===== src/mlpm_pkg.sv =====
/*
  Shared constants for the motor load protection monitor: register map,
  configuration field layout, reset values, trip modes and timing counts.
  Assumes a 10 MHz system clock and a 32-bit APB register bus.
*/
// Functional notes
// - imbalance mode: 0 off, 1 fault disabling motor, 2 alarm only; default 0.
// - imbalance threshold 0..30 percent, default 15; any pair deviation beyond it trips.
// - imbalance persistence 1..99 seconds, default 1.
// - imbalance terms R-S, S-T, T-R, each scaled to rated motor current percent.
// - imbalance held beyond threshold for persistence time triggers the programmed action.
// - fault disables motor and flags a fault; alarm keeps motor running, flags alarm.
// - imbalance protection armed only at full voltage after start completes.
// - low torque mode: 0 off, 1 fault, 2 alarm; default 0.
// - low torque threshold 0..99 percent, default 30; trips below rated by more.
// - low torque persistence 1..99 seconds, default 1.
// - high torque mode: 0 off, 1 fault, 2 alarm; default 0.
// - high torque threshold 0..99 percent, default 30; trips above rated by more.
// - high torque persistence 1..99 seconds, default 1.
// - torque deviation: under is 100 minus percent, over is percent minus 100.
// - low power mode: 0 off, 1 fault, 2 alarm; default 0.
// - low power threshold 0..99 percent default 30; persistence 1..99 s default 1.
// - high power mode: 0 off, 1 fault, 2 alarm; default 0.
// - high power threshold 0..99 percent default 30; persistence 1..99 s default 1.
// - power deviation is (measured minus rated) over rated times 100; sign picks side.
// - torque and power protections armed only at full voltage after start.
// - with rotation check enabled, supply phase order is checked on every start.
// - rotation mode 0 off, 1 allows only RST, 2 allows only RTS; else fault.
package mlpm_pkg;

  // protection slots, also the configuration register index
  localparam int NPROT = 5;
  localparam int P_IMB = 0;
  localparam int P_LTQ = 1;
  localparam int P_HTQ = 2;
  localparam int P_LPW = 3;
  localparam int P_HPW = 4;
  localparam int NFLT  = 6;  // five protections plus rotation order

  // register byte addresses
  localparam logic [7:0] ADDR_IMB_CFG = 8'h00;
  localparam logic [7:0] ADDR_LTQ_CFG = 8'h04;
  localparam logic [7:0] ADDR_HTQ_CFG = 8'h08;
  localparam logic [7:0] ADDR_LPW_CFG = 8'h0C;
  localparam logic [7:0] ADDR_HPW_CFG = 8'h10;
  localparam logic [7:0] ADDR_ROT_CFG = 8'h14;
  localparam logic [7:0] ADDR_RATED   = 8'h18;
  localparam logic [7:0] ADDR_STATUS  = 8'h1C;
  localparam logic [7:0] ADDR_LIVE    = 8'h20;

  // protection configuration word layout
  localparam int CFG_MODE_LSB = 0;
  localparam int CFG_THR_LSB  = 8;
  localparam int CFG_TIME_LSB = 16;
  localparam int MODE_W       = 2;
  localparam int THR_W        = 7;
  localparam int TIME_W       = 7;

  // rated value word layout
  localparam int RATED_I_LSB = 0;
  localparam int RATED_P_LSB = 16;
  localparam int MEAS_W      = 16;
  localparam int TQ_W        = 10;

  // status word layout
  localparam int ST_FAULT_LSB = 0;
  localparam int ST_ALARM_LSB = 8;
  localparam int ST_DIS_BIT   = 16;
  localparam int ST_ARMED_BIT = 17;

  // reset values and limits
  localparam logic [THR_W-1:0]  IMB_THR_DEF = 7'h0F;
  localparam logic [THR_W-1:0]  IMB_THR_MAX = 7'h1E;
  localparam logic [THR_W-1:0]  LD_THR_DEF  = 7'h1E;
  localparam logic [THR_W-1:0]  LD_THR_MAX  = 7'h63;
  localparam logic [TIME_W-1:0] TIME_DEF    = 7'h01;
  localparam logic [TIME_W-1:0] TIME_MIN    = 7'h01;
  localparam logic [TIME_W-1:0] TIME_MAX    = 7'h63;
  localparam logic [MEAS_W-1:0] RATED_I_DEF = 16'h0064;
  localparam logic [MEAS_W-1:0] RATED_P_DEF = 16'h0064;
  localparam logic [23:0]       PCT_SCALE   = 24'h000064;
  localparam logic [TQ_W:0]     PCT_FULL    = 11'h064;

  // timing: persistence counts in whole seconds
  localparam int CLK_PERIOD_NS  = 100;
  localparam int PERSIST_UNIT_S = 1;
  localparam int CYCLES_PER_SEC = PERSIST_UNIT_S * 1000000000 / CLK_PERIOD_NS;
  localparam int SUB_W          = 24;

  // trip action of one protection
  typedef enum logic [1:0] {
    MODE_OFF   = 2'b00,
    MODE_FAULT = 2'b01,
    MODE_ALARM = 2'b10
  } mlpm_mode_t;

  // allowed supply phase order
  typedef enum logic [1:0] {
    ROT_OFF = 2'b00,
    ROT_RST = 2'b01,
    ROT_RTS = 2'b10
  } mlpm_rot_t;

endpackage : mlpm_pkg


===== src/mlpm_persist.sv =====
/*
  Persistence timer of one protection: counts whole seconds of an
  uninterrupted excursion and pulses once when the set time is reached.
  Assumes the excursion input is already gated by arming and mode.
*/
`timescale 1ns/100ps
module mlpm_persist import mlpm_pkg::*; #(
  parameter int unsigned CPS = CYCLES_PER_SEC
) (
  // clock and reset
  input  wire logic              i_clk,
  input  wire logic              i_resetn,
  // excursion and setting
  input  wire logic              i_exceed,
  input  wire logic [TIME_W-1:0] i_time_s,
  // trip event
  output logic                   o_trip
);

  localparam logic [SUB_W-1:0] SUB_LAST = SUB_W'(CPS - 1);

  logic [SUB_W-1:0]  sub_r;
  logic [TIME_W-1:0] sec_r;
  logic              fired_r;
  logic              trip_r;

  wire               sec_end   = (sub_r == SUB_LAST);
  wire  [TIME_W-1:0] sec_inc   = sec_r + 7'h01;
  wire               time_done = sec_end && (sec_inc >= i_time_s);

  // count only while the excursion lasts; one trip per excursion
  always_ff @(posedge i_clk or negedge i_resetn) begin
    if (!i_resetn) begin
      sub_r   <= '0;
      sec_r   <= '0;
      fired_r <= 1'b0;
      trip_r  <= 1'b0;
    end else if (!i_exceed) begin
      sub_r   <= '0;
      sec_r   <= '0;
      fired_r <= 1'b0;
      trip_r  <= 1'b0;
    end else begin
      sub_r   <= (sec_end || fired_r) ? '0 : sub_r + 24'h000001;
      sec_r   <= (sec_end && !fired_r) ? sec_inc : sec_r;
      fired_r <= fired_r | time_done;
      trip_r  <= time_done && !fired_r;
    end
  end

  assign o_trip = trip_r;

endmodule : mlpm_persist


===== src/mlpm_top.sv =====
/*
  Motor load protection monitor: current imbalance, low and high torque,
  low and high active power, and supply rotation order at start.
  Settings and status are reached over APB (zero wait states).
  Assumes measurements and run-control levels are synchronous to I_MCLK.
*/
`timescale 1ns/100ps
module mlpm_top import mlpm_pkg::*; #(
  parameter int unsigned CPS = CYCLES_PER_SEC
) (
  // clock and reset
  input  wire logic              I_MCLK,
  input  wire logic              I_RESETN,
  // apb slave
  input  wire logic              I_PSEL,
  input  wire logic              I_PENABLE,
  input  wire logic              I_PWRITE,
  input  wire logic [7:0]        I_PADDR,
  input  wire logic [31:0]       I_PWDATA,
  output logic      [31:0]       O_PRDATA,
  output logic                   O_PREADY,
  output logic                   O_PSLVERR,
  // measurement front end
  input  wire logic [MEAS_W-1:0] I_PHASE_R_CURRENT,
  input  wire logic [MEAS_W-1:0] I_PHASE_S_CURRENT,
  input  wire logic [MEAS_W-1:0] I_PHASE_T_CURRENT,
  input  wire logic [TQ_W-1:0]   I_TORQUE_PERCENT_OF_RATED,
  input  wire logic [MEAS_W-1:0] I_MEASURED_ACTIVE_POWER,
  // motor run control
  input  wire logic              I_MOTOR_RUNNING,
  input  wire logic              I_FULL_VOLTAGE,
  input  wire logic              I_START_PULSE,
  input  wire logic              I_ROTATION_IS_RST,
  // protection outcome
  output logic                   O_MOTOR_DISABLE,
  output logic      [NFLT-1:0]   O_FAULT_FLAGS,
  output logic      [NPROT-1:0]  O_ALARM_FLAGS
);

  // configuration and status state
  mlpm_mode_t        mode_r [NPROT];
  logic [THR_W-1:0]  thr_r  [NPROT];
  logic [TIME_W-1:0] time_r [NPROT];
  mlpm_rot_t         rot_r;
  logic [MEAS_W-1:0] rated_i_r;
  logic [MEAS_W-1:0] rated_p_r;
  logic [NFLT-1:0]   fault_r;
  logic [NPROT-1:0]  alarm_r;
  logic              disable_r;
  logic [31:0]       prdata_r;

  // apb phase and address decode
  wire       apb_setup  = I_PSEL && !I_PENABLE;
  wire       apb_access = I_PSEL && I_PENABLE;
  wire       hit_cfg    = (I_PADDR[7:2] <= ADDR_HPW_CFG[7:2]);
  wire       hit_rot    = (I_PADDR[7:2] == ADDR_ROT_CFG[7:2]);
  wire       hit_rated  = (I_PADDR[7:2] == ADDR_RATED[7:2]);
  wire       hit_status = (I_PADDR[7:2] == ADDR_STATUS[7:2]);
  wire       hit_live   = (I_PADDR[7:2] == ADDR_LIVE[7:2]);
  wire       mapped     = hit_cfg | hit_rot | hit_rated | hit_status | hit_live;
  wire [2:0] cfg_idx    = hit_cfg ? I_PADDR[4:2] : 3'h0;
  wire       wr_ok      = apb_access && I_PWRITE && mapped;

  // settings stay frozen while the motor runs
  wire       set_open   = !I_MOTOR_RUNNING;
  wire       wr_rot     = wr_ok && hit_rot && set_open;
  wire       wr_rated   = wr_ok && hit_rated && set_open;
  wire       wr_status  = wr_ok && hit_status;

  // zero wait states; an unmapped word answers with an error
  assign O_PREADY  = 1'b1;
  assign O_PSLVERR = apb_access && !mapped;

  // write data fields
  wire [MODE_W-1:0] wd_mode = I_PWDATA[CFG_MODE_LSB +: MODE_W];
  wire [THR_W-1:0]  wd_thr  = I_PWDATA[CFG_THR_LSB +: THR_W];
  wire [TIME_W-1:0] wd_time = I_PWDATA[CFG_TIME_LSB +: TIME_W];
  wire              wd_mode_ok = (wd_mode != 2'b11);
  wire [TIME_W-1:0] wd_time_cl = (wd_time < TIME_MIN) ? TIME_MIN :
                                 (wd_time > TIME_MAX) ? TIME_MAX : wd_time;

  // per-protection settings, one word each
  logic [NPROT-1:0] wr_cfg;
  logic [NPROT-1:0] exceed_raw;
  logic [NPROT-1:0] exceed;
  logic [NPROT-1:0] trip;
  logic [NPROT-1:0] fault_set_p;
  logic [NPROT-1:0] alarm_set;

  genvar k;
  generate
    for (k = 0; k < NPROT; k++) begin : g_prot
      localparam logic [THR_W-1:0] THR_MAX = (k == P_IMB) ? IMB_THR_MAX : LD_THR_MAX;
      localparam logic [THR_W-1:0] THR_DEF = (k == P_IMB) ? IMB_THR_DEF : LD_THR_DEF;

      assign wr_cfg[k] = wr_ok && hit_cfg && (cfg_idx == 3'(k)) && set_open;

      // out-of-range threshold and time writes are pulled to the nearest legal value; a mode of 3 leaves the mode unchanged
      always_ff @(posedge I_MCLK or negedge I_RESETN) begin
        if (!I_RESETN) begin
          mode_r[k] <= MODE_OFF;
          thr_r[k]  <= THR_DEF;
          time_r[k] <= TIME_DEF;
        end else if (wr_cfg[k]) begin
          mode_r[k] <= wd_mode_ok ? mlpm_mode_t'(wd_mode) : mode_r[k];
          thr_r[k]  <= (wd_thr > THR_MAX) ? THR_MAX : wd_thr;
          time_r[k] <= wd_time_cl;
        end
      end

      // armed only at full voltage after start, and only when enabled
      assign exceed[k] = exceed_raw[k] && I_FULL_VOLTAGE && (mode_r[k] != MODE_OFF);

      mlpm_persist #(
        .CPS      (CPS)
      ) u_persist (
        .i_clk    (I_MCLK),
        .i_resetn (I_RESETN),
        .i_exceed (exceed[k]),
        .i_time_s (time_r[k]),
        .o_trip   (trip[k])
      );

      // trip routed by the programmed action
      assign fault_set_p[k] = trip[k] && (mode_r[k] == MODE_FAULT);
      assign alarm_set[k]   = trip[k] && (mode_r[k] == MODE_ALARM);
    end
  endgenerate

  // rotation order and rated values
  always_ff @(posedge I_MCLK or negedge I_RESETN) begin
    if (!I_RESETN) begin
      rot_r     <= ROT_OFF;
      rated_i_r <= RATED_I_DEF;
      rated_p_r <= RATED_P_DEF;
    end else begin
      if (wr_rot && (I_PWDATA[1:0] != 2'b11))
        rot_r <= mlpm_rot_t'(I_PWDATA[1:0]);
      if (wr_rated) begin
        rated_i_r <= I_PWDATA[RATED_I_LSB +: MEAS_W];
        rated_p_r <= I_PWDATA[RATED_P_LSB +: MEAS_W];
      end
    end
  end

  // pairwise phase differences, magnitude only
  wire        r_ge_s  = (I_PHASE_R_CURRENT >= I_PHASE_S_CURRENT);
  wire        s_ge_t  = (I_PHASE_S_CURRENT >= I_PHASE_T_CURRENT);
  wire        t_ge_r  = (I_PHASE_T_CURRENT >= I_PHASE_R_CURRENT);
  wire [15:0] d_rs    = r_ge_s ? I_PHASE_R_CURRENT - I_PHASE_S_CURRENT
                               : I_PHASE_S_CURRENT - I_PHASE_R_CURRENT;
  wire [15:0] d_st    = s_ge_t ? I_PHASE_S_CURRENT - I_PHASE_T_CURRENT
                               : I_PHASE_T_CURRENT - I_PHASE_S_CURRENT;
  wire [15:0] d_tr    = t_ge_r ? I_PHASE_T_CURRENT - I_PHASE_R_CURRENT
                               : I_PHASE_R_CURRENT - I_PHASE_T_CURRENT;

  // cross-multiplied so no divider is needed: |a-b|*100 > thr*rated
  wire [23:0] imb_lim = 24'(thr_r[P_IMB]) * 24'(rated_i_r);
  wire [23:0] rs_pct  = 24'(d_rs) * PCT_SCALE;
  wire [23:0] st_pct  = 24'(d_st) * PCT_SCALE;
  wire [23:0] tr_pct  = 24'(d_tr) * PCT_SCALE;
  assign exceed_raw[P_IMB] = (rs_pct > imb_lim) || (st_pct > imb_lim) || (tr_pct > imb_lim);

  // torque is already a percentage of rated torque
  wire [TQ_W:0] tq_pct = {1'b0, I_TORQUE_PERCENT_OF_RATED};
  assign exceed_raw[P_LTQ] = (tq_pct + 11'(thr_r[P_LTQ])) < PCT_FULL;
  assign exceed_raw[P_HTQ] = tq_pct > (PCT_FULL + 11'(thr_r[P_HTQ]));

  // signed power deviation, split into magnitude and side
  wire        p_below = (I_MEASURED_ACTIVE_POWER < rated_p_r);
  wire        p_above = (I_MEASURED_ACTIVE_POWER > rated_p_r);
  wire [15:0] p_diff  = p_below ? rated_p_r - I_MEASURED_ACTIVE_POWER
                                : I_MEASURED_ACTIVE_POWER - rated_p_r;
  wire [23:0] p_pct   = 24'(p_diff) * PCT_SCALE;
  wire [23:0] lpw_lim = 24'(thr_r[P_LPW]) * 24'(rated_p_r);
  wire [23:0] hpw_lim = 24'(thr_r[P_HPW]) * 24'(rated_p_r);
  assign exceed_raw[P_LPW] = p_below && (p_pct > lpw_lim);
  assign exceed_raw[P_HPW] = p_above && (p_pct > hpw_lim);

  // rotation order is judged once per start, never while running
  wire rot_bad = I_START_PULSE &&
                 (((rot_r == ROT_RST) && !I_ROTATION_IS_RST) ||
                  ((rot_r == ROT_RTS) &&  I_ROTATION_IS_RST));

  // sticky flags: write one to clear, a new trip in the same cycle wins
  wire [NFLT-1:0]  fault_set = {rot_bad, fault_set_p};
  wire [NFLT-1:0]  fault_clr = wr_status ? I_PWDATA[ST_FAULT_LSB +: NFLT] : '0;
  wire [NPROT-1:0] alarm_clr = wr_status ? I_PWDATA[ST_ALARM_LSB +: NPROT] : '0;
  wire [NFLT-1:0]  fault_nxt = (fault_r & ~fault_clr) | fault_set;
  wire [NPROT-1:0] alarm_nxt = (alarm_r & ~alarm_clr) | alarm_set;

  always_ff @(posedge I_MCLK or negedge I_RESETN) begin
    if (!I_RESETN) begin
      fault_r   <= '0;
      alarm_r   <= '0;
      disable_r <= 1'b0;
    end else begin
      fault_r   <= fault_nxt;
      alarm_r   <= alarm_nxt;
      disable_r <= |fault_nxt;
    end
  end

  // read words
  wire [31:0] rd_cfg    = {9'h000, time_r[cfg_idx], 1'b0, thr_r[cfg_idx], 6'h00, mode_r[cfg_idx]};
  wire [31:0] rd_rot    = {30'h00000000, rot_r};
  wire [31:0] rd_rated  = {rated_p_r, rated_i_r};
  wire [31:0] rd_status = {14'h0000, I_FULL_VOLTAGE, disable_r, 3'h0, alarm_r, 2'h0, fault_r};
  wire [31:0] rd_live   = {27'h0000000, exceed};
  wire [31:0] rd_mux    = hit_cfg    ? rd_cfg    :
                          hit_rot    ? rd_rot    :
                          hit_rated  ? rd_rated  :
                          hit_status ? rd_status :
                          hit_live   ? rd_live   : 32'h00000000;

  // read data captured in the setup cycle, held through the access cycle
  always_ff @(posedge I_MCLK or negedge I_RESETN) begin
    if (!I_RESETN)
      prdata_r <= 32'h00000000;
    else if (apb_setup && !I_PWRITE)
      prdata_r <= rd_mux;
  end

  assign O_PRDATA        = prdata_r;
  assign O_MOTOR_DISABLE = disable_r;
  assign O_FAULT_FLAGS   = fault_r;
  assign O_ALARM_FLAGS   = alarm_r;

endmodule : mlpm_top


===== config.mk =====
export PLATFORM = sky130hd
export DESIGN_NAME = mlpm_top
export DESIGN_NICKNAME = d
export VERILOG_FILES = /design/src/mlpm_pkg.sv /design/src/mlpm_persist.sv /design/src/mlpm_top.sv
export SDC_FILE = /design/constraint.sdc
export NUM_CORES = 2
export LEC_CHECK = 0
export BUFFER_PORTS_ARGS = -buffer_cell sky130_fd_sc_hd__buf_2
export CORE_MARGIN = 2
export CORE_UTILIZATION = 45
export DETAILED_ROUTE_END_ITERATION = 10
export PLACE_DENSITY = 0.66
export SETUP_SLACK_MARGIN = 0.02
export SYNTH_ARGS = -nofsm -noshare
export SYNTH_HDL_FRONTEND = slang
export SYNTH_SLANG_ARGS = --single-unit

===== constraint.sdc =====
create_clock -name I_MCLK -period 7.6 [get_ports I_MCLK]
set_input_delay 0.38 -clock I_MCLK [delete_from_list [all_inputs] [get_ports I_MCLK]]
set_output_delay 0.38 -clock I_MCLK [all_outputs]
set_load 0.1 [all_outputs]

==> reports/qor.txt <==
Hold Crit Class: input pin to register
Seq pwr share: 12.4%
final cell count without fillers: 6336
status: complete, but fails checks
drt via density: 5.46
Worst IR Drop VDD: 0.000297 V
Placer Congestion: 0.950
fin worst setup slack: -103 ps
largest net degree at the start of global routing: 150
Crit Path Max Fanout: 6
delay-heaviest family, CP: compound AO/OA/AOI/OAI gates
site row count: 109
share of cells above drive strength 1: 17.2%
Tot Pwr: 0.0143 W
TritonCTS clock tree: yes
synth warn: 0
detailed-route via count: 34600
TNS Setup: -1660 ps
CTS Root Cell: clkbuf_16
slowest CP cell: dfstp_2
Mean Syn Cell Area: 8.65 um2
Post-Syn Area: 40500 um2
first-pass GRT wire length: 181000 um
Comb pwr share: 75.0%
fin nets: 6144
Finish-stage setup viols: 31
Mapped Nets: 5683
Placeable Area: 88800 um2
Max Root-Sink Buffers: 3
Buf+Inv Stages, Crit Path: 6
Critical Path Source Type: register
Slew @ Worst Pin: 1300 ps
first-pass iteration count of the detailed router: 7
sequential fraction of the synthesis area: 20.1%
clock sinks: 323
PortBufs: 165
Setup Crit Path Kind: register to register
CP required: 8080 ps
min Tclk post-route: 7700 ps
Clock transition at path regs: 60 ps
CTS H-tree depth: 2
die height: 304 um
max-slew violations: 0
Global Route Usage Sum: 24.1%
die area: 92300 um2
CP Capture Type: register
DRT antenna net count: 0
Syn Inst Count: 4681
Initial DRC Count: 2388
Filler Cell Count: 8239
Final Hold Viols: 0
Power Dens Cells: 302 nW/um2
Clk pwr share: 12.7%
EDFF count, synth: 0
slowest stage delay, CP: 670 ps
CTS Buf Count: 36
Top FF cell, synth: dfrtp_1
FF+latch count, synth: 323
async set or reset register ratio after synthesis: 100%
Psw: 0.00630 W
Pint: 0.00799 W
total gr overflow: 0
final period utilization: 101%
violated checks: negative setup slack
HPWL after detailed placement: 90900 um
fmax: 130 MHz
post-route DRC violation count: 0
RSZ-0062 raised after global routing: yes
worst-skew pair later-pin latency: 570 ps
max_cap viols: 0
Switching Fraction: 44.1%
P_leak: 24.1 nW
IO Pins: 169
initial antenna violation count: 8
Setup Skew: 30.1 ps
relative slew slack: 12.5%
Die W: 304 um
placed cell count: 6237
synth unique cells: 87
CP arrival: 8180 ps
vias in the first global route: 34000
wire per inst: 17.9 um
Initial Util: 45.6%
area delta synth->final: 17.1%
final wirelength: 113000 um
==> synth_stat cells, drive strengths merged, types with 36 or more instances <==
cell type | number | area share [%]
a21o | 143 | 2.7
a21oi | 226 | 2.8
and2 | 106 | 1.6
and3 | 73 | 1.1
clkbuf | 161 | 1.5
dfrtp | 292 | 18
fa | 259 | 13
ha | 620 | 19
inv | 572 | 5.3
mux2 | 65 | 1.8
mux2i | 38 | 0.94
nand2 | 493 | 4.6
nand2b | 39 | 0.60
nand3 | 119 | 1.5
nand4 | 52 | 0.80
nor2 | 341 | 3.3
nor2b | 36 | 0.56
nor3 | 73 | 0.90
o21a | 37 | 0.69
o21ai | 182 | 2.3
xnor2 | 166 | 3.6
xor2 | 183 | 4.0
==> worst register-to-register path: cells and delay by family (launching register included) <==
family	cells	cell delay, ps
buf+inv	6	790
simple gates	7	1260
compound gates	14	2670
xor+xnor	2	260
fa+ha+maj	6	1760
mux	1	210
flops	1	670
==> through the flow <==
step	util [%]	hold slack (ps)	area, um2	setup slack (ps)
final	53.4	40.3	47400	-103
after global routing	53.4	28.8	47400	-462
after CTS	52.4	13.9	46500	31.8
after detailed placement	51.0	457	45300	-430
after global placement	51.0	453	45300	-347
after floorplan	-	84.4	40500	28.8
==> repair_timing <==
item / 4_1_cts / 5_1_grt
setup endpoints to repair: 79 / 102
hold buffers: 1 / 0
hold endpoints to repair: 90 / 0
setup buffers: 1 / 26
pin swaps: 3 / 63
gates cloned: 0 / 5
gates resized for setup: 9 / 111
==> registers in the layout (all words and copies together), names as in the netlist <==
name                      cells
mode_r                       10
g_prot.u_persist.fired_r      5
rated_p_r                    16
O_PRDATA                     32
g_prot.u_persist.sec_r       35
rot_r                         2
time_r                       35
thr_r                        35
O_MOTOR_DISABLE               1
O_FAULT_FLAGS                 6
O_ALARM_FLAGS                 5
g_prot.u_persist.o_trip       5
rated_i_r                    16
g_prot.u_persist.sub_r      120
==> cell families (layout without fill, tap and decap cells) <==
kind of cell             after synthesis  after routing  share of synthesized area (%)
multiplexers                         108            108                           3.03
AO/OA/AOI/OAI                        840            840                           13.6
AND/OR/NAND/NOR                     1427           1427                           16.7
buffers and inverters                754           1243                           7.08
adder cells (fa/ha/maj)              879            879                           32.0
XOR/XNOR                             349            349                           7.55
other                                  1              2                        0.00927
flip-flops                           323            323                           20.1
==> layer usage <==
metal,up-vias,global-route usage [%],wire length (um)
met5,-,0,71
met4,10,6.69,3190
met3,184,3.75,7510
met2,1038,37.5,50200
met1,16700,34.6,52300
li1,16700,-,-
==> worst paths after layout <==
kind	startpoint	end	slack, ps	cells past startpoint
setup / recovery	rated_p_r[2]	g_prot[3].u_persist.sub_r[5]	-100	36
hold / removal	I_PWDATA[30]	rated_p_r[14]	40	2
max in group asynchronous	I_RESETN	g_prot[3].u_persist.sub_r[3]	5600	3
hold reg to reg	thr_r[15]	thr_r[15]	470	2
setup reg to reg	rated_p_r[2]	g_prot[3].u_persist.sub_r[5]	-100	36
min in group asynchronous	I_RESETN	g_prot[2].u_persist.sub_r[14]	440	2
==> layout by cell type, fill, tap and decap left out, drive strengths merged, types with 13 or more instances in the layout <==
master and n:
a211o 14, a211oi 13, a21o 143, a21oi 226, a221o 13, a221oi 19, a22o 17, a31oi 24
and2 106, and3 73, buf 600, clkbuf 53, clkinv 13, dfrtp 292, dfstp 31, fa 259
ha 620, inv 572, mux2 65, mux2i 38, nand2 493, nand2b 39, nand3 119, nand4 52
nor2 341, nor2b 36, nor3 73, nor4 18, nor4b 13, o211ai 13, o21a 37, o21ai 182
o21bai 28, or2 15, or3 25, xnor2 166, xor2 183
==> power groups by stage <==
stage / registers, W / logic [W] / clock network (W)
final: 0.00177 / 0.0107 / 0.00181
after global routing: 0.00177 / 0.0120 / 0.00191
after CTS: 0.00177 / 0.0101 / 0.00184
after detailed placement: 0.00180 / 0.00999 / 0
after global placement: 0.00180 / 0.00978 / 0
after floorplan: 0.00186 / 0.00663 / 0
==> cell type report <==
cell class	count	area (um2)	share of cell area, %
clock inverter	17	180	0.380
sequential	323	8120	17.1
timing repair buffer	605	4340	9.16
tap	1165	1460	3.08
multi-input combinational	3604	30100	63.5
antenna	1	2.50	0.00528
inverter	572	2150	4.53
clock buffer	49	1030	2.18
Note: power is estimated with default switching activity, not from simulation.
